**src/rtl/aicq_pkg.sv**
```systemverilog
// Package for the audio/ISDN command queue front end
package aicq_pkg;
	// ****************************************
	// Register indices (byte address = 4 * index)
	// ****************************************
	localparam logic [3:0] AICQ_IDX_STATUS = 4'h0;
	localparam logic [3:0] AICQ_IDX_PIO = 4'h2;
	localparam logic [3:0] AICQ_IDX_TEST = 4'h3;
	localparam logic [3:0] AICQ_IDX_CMDQ = 4'h8;
	localparam logic [3:0] AICQ_IDX_INTQ = 4'h9;
	localparam logic [3:0] AICQ_IDX_MODE = 4'hC;
	localparam logic [3:0] AICQ_IDX_EVENT = 4'hD;
	// ****************************************
	// Field positions and reset values
	// ****************************************
	localparam int AICQ_RUN_BIT = 15;
	localparam int AICQ_SWRST_BIT = 0;
	localparam int AICQ_OP_HI = 31;
	localparam int AICQ_OP_LO = 28;
	localparam int AICQ_IRQ_BIT = 27;
	localparam logic [7:0] AICQ_PIO_RST = 8'h00;
	localparam logic [31:0] AICQ_PTR_RST = 32'h0000_0000;
	// ****************************************
	// Opcodes
	// ****************************************
	localparam logic [3:0] AICQ_OP_WAIT = 4'h0;
	localparam logic [3:0] AICQ_OP_PAUSE = 4'h1;
	localparam logic [3:0] AICQ_OP_JUMP = 4'h2;
	localparam logic [3:0] AICQ_OP_INITIQ = 4'h3;
	localparam logic [3:0] AICQ_OP_REPORT = 4'h4;
	localparam logic [3:0] AICQ_OP_SETUP_PIPE = 4'h5;
	localparam logic [3:0] AICQ_OP_CONT_PIPE = 4'h6;
	localparam logic [3:0] AICQ_OP_DEF_SLOT = 4'h7;
	localparam logic [3:0] AICQ_OP_SHORT_PIPE = 4'h8;
	localparam logic [3:0] AICQ_OP_HWY_GLOBAL = 4'h9;
	localparam logic [3:0] AICQ_OP_NT_MODE = 4'hA;
	localparam logic [3:0] AICQ_OP_TE_MODE = 4'hB;
	localparam logic [3:0] AICQ_OP_CODEC = 4'hC;
	localparam logic [3:0] AICQ_OP_TEST = 4'hD;
	localparam logic [3:0] AICQ_OP_HWY_DATA = 4'hE;
	localparam logic [3:0] AICQ_OP_RSVD = 4'hF;
	// ****************************************
	// Sizes
	// ****************************************
	localparam int AICQ_NPIPE = 4;
	localparam int AICQ_NSLOT = 4;
	localparam logic [31:0] AICQ_WORD_BYTES = 32'h0000_0004;
	localparam logic [1:0] AICQ_SWRST_CYC = 2'h2;
	typedef enum logic [2:0] {
		AICQ_IDLE, AICQ_FETCH1, AICQ_EXEC, AICQ_FETCH2, AICQ_STOP
	} aicq_state_e;
endpackage

```
**src/rtl/aicq_core.sv**
```systemverilog
// Command queue fetch, opcode decode, parallel I/O port and registers
//
// Our own choices: the register offsets and the strobed register port.
`timescale 1ns/100ps
`default_nettype none
// Operation
// - Port bits 3..1 drive codec select, powerdown, reset
// - Line drives only while upper-nibble enable set
// - Enabled line with data set drives high
// - Test register has no functional effect
// - Queue pointer holds current command address
// - Pointer write sets run bit, starts command
// - No fetch activity until pointer written
// - Pointer read returns command in execution
// - Interrupt pointer loaded only by init command
// - Command word one, optional pointer word for jump or init
// - Opcode taken from bits 31 to 28
// - Bit 27 raises completion event with opcode, except on reserved opcode 0xF
// - Decode wait, pause, jump, init, report
// - 0x5 sets pipe, 0x8 short pipe
// - 0x7 defines slot start and length
// - 0x6 sets pipe, same as 0x5
// - Pause suspends execution until resumed
// - 0xB TE modes, 0xA NT modes
// - 0x9 highway global, 0xE highway data mode
// - Reset clears pipes, slots, parallel I/O
module aicq_core
	import aicq_pkg::*;
(
	input wire logic i_ref_clk,
	input wire logic i_rst_b,
	input wire logic [3:0] i_reg_addr,
	input wire logic [31:0] i_reg_wdata,
	input wire logic i_reg_wr,
	input wire logic i_reg_rd,
	output logic [31:0] o_reg_rdata,
	output logic o_mem_req,
	output logic [31:0] o_mem_addr,
	input wire logic i_mem_ack,
	input wire logic [31:0] i_mem_rdata,
	input wire logic i_resume,
	input wire logic [3:0] i_pio_in,
	output logic [3:0] o_pio_out,
	output logic [3:0] o_pio_oe,
	output logic o_cmd_done,
	output logic [3:0] o_cmd_done_op
);
	// ****************************************
	// Input synchronisers and soft reset
	// ****************************************
	logic [3:0] pio_s1_q, pio_s2_q;
	logic res_s1_q, res_s2_q, res_s3_q;
	logic [1:0] swrst_cnt_q;
	logic swrst;
	always_ff @(posedge i_ref_clk or negedge i_rst_b)
	begin
		if (!i_rst_b)
		begin
			pio_s1_q <= 4'h0;
			pio_s2_q <= 4'h0;
			res_s1_q <= 1'b0;
			res_s2_q <= 1'b0;
			res_s3_q <= 1'b0;
		end
		else
		begin
			pio_s1_q <= i_pio_in;
			pio_s2_q <= pio_s1_q;
			res_s1_q <= i_resume;
			res_s2_q <= res_s1_q;
			res_s3_q <= res_s2_q;
		end
	end
	wire resume_rise = res_s2_q & ~res_s3_q;
	wire wr_status = i_reg_wr && (i_reg_addr == AICQ_IDX_STATUS);
	// Software reset stretched to two cycles; the hardware reset acts asynchronously and is not stretched
	always_ff @(posedge i_ref_clk or negedge i_rst_b)
	begin
		if (!i_rst_b)
			swrst_cnt_q <= 2'h0;
		else if (wr_status && i_reg_wdata[AICQ_SWRST_BIT])
			swrst_cnt_q <= AICQ_SWRST_CYC;
		else if (swrst_cnt_q != 2'h0)
			swrst_cnt_q <= swrst_cnt_q - 2'h1;
	end
	assign swrst = (swrst_cnt_q != 2'h0);
	// ****************************************
	// Parallel I/O register
	// ****************************************
	logic [7:0] pio_q;
	always_ff @(posedge i_ref_clk or negedge i_rst_b)
	begin
		if (!i_rst_b)
			pio_q <= AICQ_PIO_RST;
		else if (swrst)
			pio_q <= AICQ_PIO_RST;
		else if (i_reg_wr && i_reg_addr == AICQ_IDX_PIO)
			pio_q <= i_reg_wdata[7:0];
	end
	// Bit 3 select, bit 2 powerdown, bit 1 codec reset, bit 0 unconnected
	always_ff @(posedge i_ref_clk or negedge i_rst_b)
	begin
		if (!i_rst_b)
		begin
			o_pio_out <= 4'h0;
			o_pio_oe <= 4'h0;
		end
		else
		begin
			o_pio_oe <= pio_q[7:4];
			o_pio_out <= pio_q[3:0];
		end
	end
	// ****************************************
	// Test register: storage only
	// ****************************************
	logic [31:0] test_q;
	always_ff @(posedge i_ref_clk or negedge i_rst_b)
	begin
		if (!i_rst_b)
			test_q <= AICQ_PTR_RST;
		else if (swrst)
			test_q <= AICQ_PTR_RST;
		else if (i_reg_wr && i_reg_addr == AICQ_IDX_TEST)
			test_q <= i_reg_wdata;
	end
	// ****************************************
	// Command fetch engine
	// ****************************************
	aicq_state_e state_q;
	logic [31:0] cmdq_q, intq_q, word1_q;
	logic run_q;
	wire cmdq_wr = i_reg_wr && (i_reg_addr == AICQ_IDX_CMDQ);
	wire [3:0] op = word1_q[AICQ_OP_HI:AICQ_OP_LO];
	// Jump and init-queue carry an address word; only jump chains via word two
	wire two_word = (op == AICQ_OP_JUMP) || (op == AICQ_OP_INITIQ);
	always_ff @(posedge i_ref_clk or negedge i_rst_b)
	begin
		if (!i_rst_b)
		begin
			state_q <= AICQ_IDLE;
			cmdq_q <= AICQ_PTR_RST;
			run_q <= 1'b0;
			word1_q <= AICQ_PTR_RST;
		end
		else if (swrst)
		begin
			state_q <= AICQ_IDLE;
			cmdq_q <= AICQ_PTR_RST;
			run_q <= 1'b0;
			word1_q <= AICQ_PTR_RST;
		end
		// Pointer write beats any fetch in flight, so software can restart
		else if (cmdq_wr)
		begin
			cmdq_q <= i_reg_wdata;
			run_q <= 1'b1;
			state_q <= AICQ_FETCH1;
		end
		else
		begin
			case (state_q)
				AICQ_IDLE:
					state_q <= AICQ_IDLE;
				AICQ_FETCH1:
					if (i_mem_ack)
					begin
						word1_q <= i_mem_rdata;
						state_q <= AICQ_EXEC;
					end
				AICQ_EXEC:
					if (op == AICQ_OP_RSVD)
						state_q <= AICQ_STOP;
					else if (op == AICQ_OP_WAIT || op == AICQ_OP_PAUSE)
					begin
						// Held here until resume edge; lets earlier pipe setups settle
						if (resume_rise)
						begin
							cmdq_q <= cmdq_q + AICQ_WORD_BYTES;
							state_q <= AICQ_FETCH1;
						end
					end
					else if (two_word)
						state_q <= AICQ_FETCH2;
					else
					begin
						cmdq_q <= cmdq_q + AICQ_WORD_BYTES;
						state_q <= AICQ_FETCH1;
					end
				AICQ_FETCH2:
					if (i_mem_ack)
					begin
						if (op == AICQ_OP_JUMP)
							cmdq_q <= i_mem_rdata;
						else
							cmdq_q <= cmdq_q + AICQ_WORD_BYTES + AICQ_WORD_BYTES;
						state_q <= AICQ_FETCH1;
					end
				AICQ_STOP:
				begin
					// Reserved opcode parks the engine; only a pointer write or soft reset leaves
					run_q <= 1'b0;
					state_q <= AICQ_STOP;
				end
				default:
					state_q <= AICQ_IDLE;
			endcase
		end
	end
	// Memory request: word one at pointer, word two one word later
	always_ff @(posedge i_ref_clk or negedge i_rst_b)
	begin
		if (!i_rst_b)
		begin
			o_mem_req <= 1'b0;
			o_mem_addr <= AICQ_PTR_RST;
		end
		else
		begin
			// Request drops on the answer edge so one ack never takes two words
			o_mem_req <= !swrst && !cmdq_wr && !i_mem_ack
				&& (state_q == AICQ_FETCH1 || state_q == AICQ_FETCH2);
			o_mem_addr <= (state_q == AICQ_FETCH2) ? cmdq_q + AICQ_WORD_BYTES : cmdq_q;
		end
	end
	// ****************************************
	// Opcode side effects
	// ****************************************
	wire exec = (state_q == AICQ_EXEC) && !swrst && !cmdq_wr;
	wire exec1 = exec && !two_word && op != AICQ_OP_WAIT && op != AICQ_OP_PAUSE
		&& op != AICQ_OP_RSVD;
	logic [AICQ_NPIPE-1:0] pipe_q, short_q;
	logic [AICQ_NSLOT-1:0] slot_q;
	logic [15:0] slot_def_q [AICQ_NSLOT];
	logic [23:0] te_mode_q, nt_mode_q, hwy_glb_q, hwy_dat_q, codec_q, tmode_q;
	logic [1:0] pipe_sel;
	assign pipe_sel = word1_q[1:0];
	always_ff @(posedge i_ref_clk or negedge i_rst_b)
	begin
		if (!i_rst_b)
			intq_q <= AICQ_PTR_RST;
		else if (swrst)
			intq_q <= AICQ_PTR_RST;
		else if (state_q == AICQ_FETCH2 && i_mem_ack && op == AICQ_OP_INITIQ && !cmdq_wr)
			intq_q <= i_mem_rdata;
	end
	// One bit per pipe or slot; reset releases all of them
	generate
		for (genvar g = 0; g < AICQ_NPIPE; g++)
		begin : g_pipe
			always_ff @(posedge i_ref_clk or negedge i_rst_b)
			begin
				if (!i_rst_b)
				begin
					pipe_q[g] <= 1'b0;
					short_q[g] <= 1'b0;
				end
				else if (swrst)
				begin
					pipe_q[g] <= 1'b0;
					short_q[g] <= 1'b0;
				end
				else if (exec1 && pipe_sel == 2'(g))
				begin
					if (op == AICQ_OP_SETUP_PIPE || op == AICQ_OP_CONT_PIPE)
						pipe_q[g] <= 1'b1;
					if (op == AICQ_OP_SHORT_PIPE)
						short_q[g] <= 1'b1;
				end
			end
		end
		for (genvar g = 0; g < AICQ_NSLOT; g++)
		begin : g_slot
			always_ff @(posedge i_ref_clk or negedge i_rst_b)
			begin
				if (!i_rst_b)
				begin
					slot_q[g] <= 1'b0;
					slot_def_q[g] <= 16'h0000;
				end
				else if (swrst)
				begin
					slot_q[g] <= 1'b0;
					slot_def_q[g] <= 16'h0000;
				end
				else if (exec1 && op == AICQ_OP_DEF_SLOT && pipe_sel == 2'(g))
				begin
					slot_q[g] <= 1'b1;
					slot_def_q[g] <= word1_q[23:8];
				end
			end
		end
	endgenerate
	always_ff @(posedge i_ref_clk or negedge i_rst_b)
	begin
		if (!i_rst_b)
		begin
			te_mode_q <= 24'h000000;
			nt_mode_q <= 24'h000000;
			hwy_glb_q <= 24'h000000;
			hwy_dat_q <= 24'h000000;
			codec_q <= 24'h000000;
			tmode_q <= 24'h000000;
		end
		else if (swrst)
		begin
			// Soft reset returns every mode word to its power-on value
			te_mode_q <= 24'h000000;
			nt_mode_q <= 24'h000000;
			hwy_glb_q <= 24'h000000;
			hwy_dat_q <= 24'h000000;
			codec_q <= 24'h000000;
			tmode_q <= 24'h000000;
		end
		else if (exec1)
		begin
			if (op == AICQ_OP_TE_MODE)
				te_mode_q <= word1_q[23:0];
			if (op == AICQ_OP_NT_MODE)
				nt_mode_q <= word1_q[23:0];
			if (op == AICQ_OP_HWY_GLOBAL)
				hwy_glb_q <= word1_q[23:0];
			if (op == AICQ_OP_HWY_DATA)
				hwy_dat_q <= word1_q[23:0];
			if (op == AICQ_OP_CODEC)
				codec_q <= word1_q[23:0];
			if (op == AICQ_OP_TEST)
				tmode_q <= word1_q[23:0];
		end
	end
	// Completion pulse once the command leaves the execute step
	wire leave = exec && op != AICQ_OP_RSVD
		&& (!(op == AICQ_OP_WAIT || op == AICQ_OP_PAUSE) || resume_rise);
	always_ff @(posedge i_ref_clk or negedge i_rst_b)
	begin
		if (!i_rst_b)
		begin
			o_cmd_done <= 1'b0;
			o_cmd_done_op <= 4'h0;
		end
		else
		begin
			o_cmd_done <= leave && (word1_q[AICQ_IRQ_BIT] || op == AICQ_OP_REPORT);
			o_cmd_done_op <= leave ? op : o_cmd_done_op;
		end
	end
	// ****************************************
	// Register read port, data one cycle after strobe
	// ****************************************
	always_ff @(posedge i_ref_clk or negedge i_rst_b)
	begin
		if (!i_rst_b)
			o_reg_rdata <= 32'h0000_0000;
		else if (!i_reg_rd)
			o_reg_rdata <= 32'h0000_0000;
		else if (i_reg_addr == AICQ_IDX_STATUS)
			o_reg_rdata <= {16'h0000, run_q, 14'h0000, swrst};
		else if (i_reg_addr == AICQ_IDX_PIO)
			o_reg_rdata <= {20'h00000, pio_s2_q, pio_q};
		else if (i_reg_addr == AICQ_IDX_TEST)
			o_reg_rdata <= test_q;
		else if (i_reg_addr == AICQ_IDX_CMDQ)
			o_reg_rdata <= cmdq_q;
		else if (i_reg_addr == AICQ_IDX_INTQ)
			o_reg_rdata <= intq_q;
		else if (i_reg_addr == AICQ_IDX_MODE)
			o_reg_rdata <= {8'h00, te_mode_q ^ nt_mode_q ^ hwy_glb_q ^ hwy_dat_q ^ codec_q ^ tmode_q};
		// State, first slot definition and pipe flags packed into one word
		else if (i_reg_addr == AICQ_IDX_EVENT)
			o_reg_rdata <= {1'b0, state_q, slot_def_q[0], short_q, slot_q, pipe_q};
		else
			o_reg_rdata <= 32'h0000_0000;
	end
endmodule
`default_nettype wire

```
**config.mk**
```make
export PLATFORM = sky130hd
export DESIGN_NAME = aicq_core
export DESIGN_NICKNAME = d
export VERILOG_FILES = /design/src/rtl/aicq_pkg.sv /design/src/rtl/aicq_core.sv
export SDC_FILE = /design/constraint.sdc
export NUM_CORES = 1
export LEC_CHECK = 0
export BUFFER_PORTS_ARGS = -buffer_cell sky130_fd_sc_hd__buf_2
export CAP_MARGIN = 20
export CORE_ASPECT_RATIO = 0.6
export CORE_MARGIN = 5
export CORE_UTILIZATION = 55
export DETAILED_ROUTE_END_ITERATION = 6
export GPL_TIMING_DRIVEN = 0
export HOLD_SLACK_MARGIN = 0.03
export PLACE_DENSITY = 0.88
export SETUP_SLACK_MARGIN = 0.5
export SYNTH_ARGS = -nofsm -noshare
export SYNTH_HDL_FRONTEND = slang
export SYNTH_SLANG_ARGS = --single-unit
```
**constraint.sdc**
```tcl
create_clock -name i_ref_clk -period 3.32 [get_ports i_ref_clk]
set_clock_uncertainty 0.05 [all_clocks]
set_input_delay 0.664 -clock i_ref_clk [delete_from_list [all_inputs] [get_ports i_ref_clk]]
set_output_delay 0.664 -clock i_ref_clk [all_outputs]
set_load 0.02 [all_outputs]
```
=== Word-level counts from Yosys, hierarchy flattened ===
Cells that the tools add are included.

* Register bits after elaboration: 403
* Logic and storage cells: 261
* Bits of input ports: 78

* $add $sub $neg: 3
* Reduce and logical (&&, ||, !) cells: 87
* Equality and inequality tests: 37
* Mux-type cells: 88
* Bitwise operators: 7

{| class="wikitable"
|+ Operator list
! kind !! count
|-
| 32-bit 2-to-1 mux || 23
|-
| 24-bit 2-to-1 mux || 18
|-
| 24-bit bitwise XOR || 5
|-
| 32-bit by 3-bit adder with 32-bit output (second input constant) || 2
|-
| 32-bit one-hot mux with 2 select lines || 1
|-
| 31-bit 2-to-1 mux || 2
|-
| 4-bit equality test (second input constant) || 12
|-
| 2-bit nonzero test || 24
|-
| 16-bit 2-to-1 mux || 2
|-
| 1-bit logical AND || 29
|-
| 1-bit 2-to-1 mux || 29
|-
| 2-bit AND reduction || 14
|-
| 3-bit 2-to-1 mux || 7
|-
| 4-bit by 2-bit equality test with 1-bit output (second input constant) || 4
|-
| 4-bit by 3-bit equality test with 1-bit output (second input constant) || 4
|-
| 8-bit 2-to-1 mux || 2
|-
| 4-bit != test (second input constant) || 4
|-
| 3-bit one-hot mux with 4 select lines || 1
|-
| 4-bit zero test || 2
|-
| 4-bit nonzero test || 2
|-
| 3-bit by 2-bit equality test with 1-bit output (second input constant) || 2
|-
| 1-bit logical OR || 6
|-
| 2-bit 2-to-1 mux || 3
|-
| 6-bit != test (second input constant) || 1
|-
| 17 further kinds || 23
|}

=== Depth between registers and ports, before layout ===
Gate-level depths: netlist (run 1).

* Depth after elaboration: 12
* Gate-level depth with buffers: 12

=== Worst setup path after synthesis (run 1) ===
No wires, ideal clock.

* Kind: register to register
* Start point: reg cmdq_q[2]
* End point: reg cmdq_q[21]
* Period minus slack after synthesis: 3.190 ns
* Data required time: 3.201 ns
* Arrival: 3.071 ns
* Path buffers: 2
* Library setup time: 0.069 ns
* Slack: 0.130 ns
* Stages on the path, launching flop included: 12
* Cells stage by stage: dfrtp_1 clkbuf_1 clkbuf_1 inv_1 ha_1 nor4b_1 o21ai_0 nor2_1 nand3_1 or4_1 a211o_1 nand3_1

* Longest elaborated chain between the ends: 7
* Elaborated cells on any way between the ends: 11
* Classes of those cells: add/sub: 2; mux: 9

{| class="wikitable"
|+ RTL lines
! element !! RTL line !! text
|-
| from (decl) || aicq_core.sv:131 || <nowiki>logic [31:0] cmdq_q, intq_q, word1_q;</nowiki>
|-
| from (signal assigned) || aicq_core.sv:156 || <nowiki>cmdq_q <= i_reg_wdata;</nowiki>
|-
| from (signal assigned) || aicq_core.sv:179 || <nowiki>cmdq_q <= cmdq_q + AICQ_WORD_BYTES;</nowiki>
|-
| from (signal assigned) || aicq_core.sv:187 || <nowiki>cmdq_q <= cmdq_q + AICQ_WORD_BYTES;</nowiki>
|-
| 32-bit by 3-bit adder with 32-bit output (*) || aicq_core.sv:179, aicq_core.sv:187, aicq_core.sv:196 ||
|-
| 32-bit by 3-bit adder with 32-bit output, or another cell as far along || aicq_core.sv:196 || <nowiki>cmdq_q <= cmdq_q + AICQ_WORD_BYTES + AICQ_WORD_BYTES;</nowiki>
|-
| 32-bit 2-to-1 mux, on equally long branches || aicq_core.sv:193, aicq_core.sv:174 ||
|-
| 32-bit 2-to-1 mux, on equally long branches || aicq_core.sv:191, aicq_core.sv:172 ||
|-
| 32-bit one-hot mux with 2 select lines (*) || aicq_core.sv:162 || <nowiki>case (state_q)</nowiki>
|-
| 32-bit 2-to-1 mux (*) || aicq_core.sv:154 || <nowiki>else if (cmdq_wr)</nowiki>
|-
| 32-bit 2-to-1 mux (*) || aicq_core.sv:146 || <nowiki>else if (swrst)</nowiki>
|}

Mark *: on every way between the ends. The rest lies on a longest branch, timed or not. The select of a mux whose other input is x is not followed.
A chain may end at the register's enable or synchronous reset.

=== Worst setup path in the final report (run 1) ===
* Start point: reg cmdq_q[13]
* End point: reg cmdq_q[31]

The elaborated chain is that of the path after synthesis.

==> results.md, run 1 <==
* Ys Warns at 0
* PortBufs at 152
* RSZ-0062 raised after global routing: true
* GRT Overall Usage at 0.357
* DRC at 7
* Post-synthesis sequential area ratio at 0.480
* R2R depth at 11
* Post-synth EDFFs at 0
* Hold Slack at 0.0357 ns
* Synth Area per Inst at 9.79 sq um
* Hold/Removal Path Class: primary input to asynchronous set/reset pin
* Leakage power at 10.6 nW
* Vias in the first global route at 18500
* Worst vdd ir at 566 uV
* Async set-reset flop share out of synthesis at 1.00
* Crit path required time at 3.67 ns
* Post-route cell area at 25500 sq um
* Synth area leaders: dfrtp_1, nand2_1, mux2i_1
* Post-DP HPWL at 55800 um
* CTS tree: yes
* Fmax at 329 MHz
* WL final at 77600 um
* Reg clk slew, reported paths at 0.07 ns
* DR iter-0 viols at 2902
* Worst-margin pin slew at 0.904 ns
* Via count at 19100
* Nets@finish at 2508
* Root Driver: clkbuf_16
* Synth cell types at 75
* Setup crit start kind: flop
* Period utilization at 0.916
* Largest net degree at the start of global routing at 112
* CP Data Arrival Time at 3.39 ns
* Setup violators final at 0
* DP Cell Count at 2800
* Gpl congestion at 1.03
* Die area at 42100 sq um
* Reg2Reg Setup Slack at 0.28 ns
* Clk_lat worst skew at 0.57 ns
* Slew Limit Fails at 0
* Synth area leader: dfrtp_1
* FF-to-FF End: cmdq_q[31]
* Row count at 55
* I/O pins at 156
* Vias per std cell at 6.43
* Initial antenna violation count at 4
* Cells after Synth at 2132
* Synth top area share at 0.480
* Max-cap viol count at 0
* Failing checks: DRC
* Cell area after placement at 22500 sq um
* Post-Syn Nets at 2213
* Die W at 261 um
* Filler cell count at 2789
* Core area at 37600 sq um
* Chip Height at 161 um
* Initial core utilization at 0.555
* CTS Sinks at 400
* Critical path type: flop to flop
* Post-route ant nets at 0
* Total global routing overflow at 0
* First-pass GRT wire length at 114000 um
* Share of post-route cells with drive strength above 1 at 0.216
* Most common flop cell mapped by yosys: dfrtp_1
* Final hold vios at 0
* Max Buffers Root-to-Sink at 3
* CTS Buf Count at 39
* Min Tclk post-route at 3.04 ns
* Drt first pass iters at 7
* Outcome: finished with violations
* Total power at 0.0118 W
* CTS HTree Levels at 2
* Setup crit end kind: flop
* Post-Syn Area at 20900 sq um
* Final std cells w/o fill at 2972
* Drt wl/cell at 26.1 um
* Worst Path Max Fanout at 8
* R2R Path Start: cmdq_q[13]
* Pwr/cell area at 463 nW/um^2
* Seq cells post-synth at 400
* Fin util at 0.678
* Area growth syn-to-layout at 22.1%
* Slew headroom at 0.397
==> routing by layer <==
metal | wire [um] | global-route usage | vias to the layer above
li1 | - | - | 7939
met1 | 31200 | 0.524 | 9353
met2 | 31100 | 0.488 | 1514
met3 | 11900 | 0.140 | 301
met4 | 3410 | 0.113 | 2
met5 | 13 | 0 | -
==> registers in the layout, summed over array words and instances, names as in the netlist, 8 cells and up <==
signal       flops
word1_q         29
o_mem_addr      32
cmdq_q          32
o_reg_rdata     32
pio_q            8
nt_mode_q       24
test_q          32
slot_def_q      16
tmode_q         24
intq_q          32
codec_q         24
hwy_glb_q       24
te_mode_q       24
hwy_dat_q       24
==> worst max-delay path, cell delays in order, from the launching register on <==
cell     delay (ns)
dfrtp_1        0.34
buf_4          0.18
nand3_4        0.11
or4_4          0.49
buf_6          0.15
or4_4          0.53
a22oi_4        0.20
buf_6          0.14
and4_4         0.23
a31oi_1        0.08
o21ai_1        0.23
a31oi_1        0.11
==> stage by stage <==
step | worst slack [ns] | setup TNS [ns]
2_1_floorplan | 0.412 | 0
3_3_place_gp | -6.00 | -2416.71
3_5_place_dp | -0.583 | -57.66
4_1_cts | 0.272 | 0
5_1_grt | 0.221 | 0
6_report | 0.278 | 0
==> cell usage after synthesis, drive strengths merged, types with 23 or more instances <==
cell    instances
o21ai          43
nor4           26
nor2          104
nand3          36
xnor2         134
a21oi          84
nand2         366
dfrtp         400
a22oi          29
clkbuf        146
mux2i         135
nor2b         144
nor3           35
xor2           38
a21boi        135
buf            33
mux4           23
==> power by group <==
part,internal [W],switching (W),total [W]
clock,0.00256,0.00205,0.00460
sequential,0.00494,0.0000408,0.00498
combinational,0.000767,0.00145,0.00221
==> what timing repair did <==
item | CTS | global route
cloned | 0 | 1
setup endpoints to repair | 235 | 224
hold buffers | 0 | 0
gates resized for setup | 158 | 109
pin swaps | 29 | 47
buffers inserted | 41 | 57
==> how the worst max path moves through the flow <==
| stage | startpoint | endpoint |
|---|---|---|
| after detailed placement | i_reg_addr[3] | codec_q[6] |
| final | cmdq_q[13] | cmdq_q[31] |
| after CTS | cmdq_q[21] | cmdq_q[29] |
| after global placement | i_rst_b | o_reg_rdata[6] |
| after global routing | cmdq_q[21] | cmdq_q[29] |
| after floorplan | cmdq_q[2] | cmdq_q[21] |
==> area by class of cell <==
| cell class | instances | area, sq um | share of cell area |
|---|---|---|---|
| Multi-Input combinational cell | 1542 | 10800 | 0.425 |
| Sequential cell | 400 | 10000 | 0.393 |
| Timing Repair Buffer | 254 | 1670 | 0.0654 |
| Clock buffer | 52 | 1090 | 0.0426 |
| Buffer | 179 | 983 | 0.0386 |
| Tap cell | 513 | 642 | 0.0252 |
| Clock inverter | 17 | 194 | 0.00761 |
| Inverter | 11 | 46.3 | 0.00182 |
| Antenna cell | 4 | 10.0 | 0.000393 |
==> cell usage in the layout (no fill, tap or decap), types with 11 or more instances in the layout <==
master and n:
nand4_1 21, xnor2_1 128, nor2b_1 142, nor2_1 91, nor3_1 26, buf_2 159
clkbuf_1 100, nor2_4 12, clkbuf_2 34, clkbuf_16 40, nand2b_1 12, dfrtp_1 393
xor2_1 38, buf_6 18, mux4_2 23, mux2i_1 133, nor4_1 15, o21ai_0 34
a22oi_1 28, a21oi_1 80, a21boi_0 125, a31oi_1 19, nand3_1 26, buf_4 102
clkbuf_8 11, nand2_1 359
==> logic make-up (layout without fill, tap and decap cells) <==
logic type | count (synthesis) | in the layout | synth area share
fa+ha+maj | 3 | 3 | 0.00180
mux | 160 | 160 | 0.0906
simple gates | 809 | 809 | 0.188
flops | 400 | 400 | 0.480
buf+inv | 190 | 513 | 0.0372
other cells | 0 | 4 | 0
xor+xnor | 172 | 172 | 0.0722
compound gates | 398 | 398 | 0.130
Note: power is estimated with default switching activity, not from simulation.
==> run 2: changes to the inputs <==
Settings changed: PLACE_DENSITY 0.88 to unset, PLACE_DENSITY_LB_ADDON set to 0.25.
==> run 2 against run 1 <==
The flow now finishes without violations. Cell area shrank 1.1%. Critical path depth up 2. First-iteration DRC count is 17% lower. Largest cell class unchanged.
==> results.md, run 2 (synthesis results as in run 1) <==
* Nets@finish at 2493 (-0.60%)
* Worst Path Max Fanout at 10 (+2)
* Critical path type: flop to flop
* Slew Limit Fails at 0 (unchanged)
* Initial antenna violation count at 1 (-3)
* Worst vdd ir at 327 uV (-42%)
* Outcome: finished, final reports clean
* RSZ-0062 raised after global routing: true
* Die W at 261 um (unchanged)
* CTS Sinks at 400 (unchanged)
* Vias in the first global route at 17800 (-3.6%)
* Drt wl/cell at 25.5 um (-2.3%)
* Setup ws final at 0.347 ns (+0.0691 ns)
* PortBufs at 152 (unchanged)
* Chip Height at 161 um (unchanged)
* Max-cap viol count at 0 (unchanged)
* Die area at 42100 sq um (unchanged)
* Dpl ws at -0.741 ns (-0.158 ns)
* Leakage power at 10.5 nW (-0.90%)
* CTS tree: yes
* DR iter-0 viols at 2398 (-17%)
* Post-route ant nets at 0 (unchanged)
* Commonest non-fill, non-tap cell in the layout: dfrtp_1
* Setup crit end kind: flop
* Post-DP HPWL at 56000 um (+0.37%)
* Total power at 0.0118 W (-0.29%)
* Via count at 18400 (-3.5%)
* Commonest non-fill, non-tap cells in the layout: dfrtp_1, nand2_1, buf_2, nor2b_1, mux2i_1
* Largest net degree at the start of global routing at 125 (+12%)
* Core area at 37600 sq um (unchanged)
* CTS HTree Levels at 2 (unchanged)
* Vias per std cell at 6.24 (-2.9%)
* Hold Slack at 0.0250 ns (-0.0107 ns)
* Worst-margin pin slew at 0.922 ns (+0.0183 ns)
* CTS Buf Count at 39 (unchanged)
* Row count at 55 (unchanged)
* Setup crit start kind: flop
* WL final at 75400 um (-2.8%)
* Period utilization at 0.895 (-0.0208)
* R2R depth at 13 (+2)
* Root Driver: clkbuf_16
* DP Cell Count at 2801 (+0.036%)
* Final hold vios at 0 (unchanged)
* DRC at 0 (-7)
* Min Tclk post-route at 2.97 ns (-0.0691 ns)
* Max Buffers Root-to-Sink at 3 (unchanged)
* Hold buffers post-CTS at 0 (unchanged)
* Setup violators final at 0 (unchanged)
* Reg clk slew, reported paths at 0.07 ns (about the same)
* Hold/Removal Path Class: primary input to asynchronous set/reset pin
* I/O pins at 156 (unchanged)
* Fmax at 336 MHz (+2.3%)
* First-pass GRT wire length at 111000 um (-2.4%)
* Gpl congestion at 1.00 (-2.5%)
* Pwr/cell area at 467 nW/um^2 (+0.84%)
* CP Data Arrival Time at 3.35 ns (-0.04 ns)
* Area growth syn-to-layout at 20.7%
* Slew headroom at 0.385 (-0.0122)
* Total global routing overflow at 0 (unchanged)
* Clk_lat worst skew at 0.56 ns (about the same)
* Drt first pass iters at 6 (-1)
* Crit path required time at 3.70 ns (+0.03 ns)
* Initial core utilization at 0.555 (unchanged)
* GRT Overall Usage at 0.349 (-0.00765)
* Share of post-route cells with drive strength above 1 at 0.209 (-0.00769)
* Final std cells w/o fill at 2954 (-0.61%)
==> run 2: critical path, cell delays in order (launching register included) <==
cell and delay [ns]:
dfrtp_1 0.38, ha_1 0.18, buf_6 0.15, nand3_4 0.13, buf_4 0.18, nor2_4 0.15, buf_8 0.20, nand2_2 0.14
mux2i_4 0.23, buf_6 0.18, nand4_1 0.12, mux2i_2 0.36, nor3_2 0.11, a221o_1 0.29
==> run 2: area by class of cell <==
type | count | area [sq um]
clock inverters | 14 | 176
repair buffers | 239 | 1500
well taps | 513 | 642
fillers | 3070 | 12400
clock buffers | 55 | 1100
diodes | 1 | 2.50
multi-input cells | 1542 | 10700
plain buffers | 179 | 988
inverters | 11 | 46.3
flip-flops and latches | 400 | 10000
==> run 2: metal layers <==
layer,global-route usage,vias up,part of all wire
met5,0,-,0
met4,0.0890,0,0.029
met3,0.0960,170,0.13
met2,0.482,1247,0.41
met1,0.545,9143,0.43
li1,-,7880,-
==> run 2: stage by stage <==
| step | util | instance area (sq um) | TNS, ns |
|---|---|---|---|
| finish | 0.671 | 25200 | 0 |
| CTS | 0.654 | 24600 | 0 |
| floorplan | - | 21000 | 0 |
| global route | 0.671 | 25200 | 0 |
| global placement | 0.596 | 22400 | -2507.37 |
| detailed placement | 0.598 | 22500 | -68.85 |
==> run 2: power breakdown <==
part | internal [W] | switching [W] | leakage (nW)
Combinational | 0.000775 | 0.00145 | 4.37
Clock | 0.00255 | 0.00200 | 0.620
Sequential | 0.00494 | 0.0000434 | 5.54
==> run 2: worst paths after layout <==
check	start	endpoint	slack, ns
worst max-delay path	cmdq_q[2]	cmdq_q[23]	0.35
worst min-delay path	i_rst_b	nt_mode_q[19]	0.02
worst max register to register	cmdq_q[2]	cmdq_q[23]	0.35
worst min register to register	pio_s1_q[3]	pio_s2_q[3]	0.30
max in group asynchronous	i_rst_b	cmdq_q[6]	1.55
min in group i_ref_clk	i_resume	res_s1_q	0.17
==> run 2: what timing repair did <==
item                       4_1_cts  5_1_grt
buffers inserted                36       47
resized for setup              149       97
setup endpoints to repair      249      209
pin swaps                       20       38
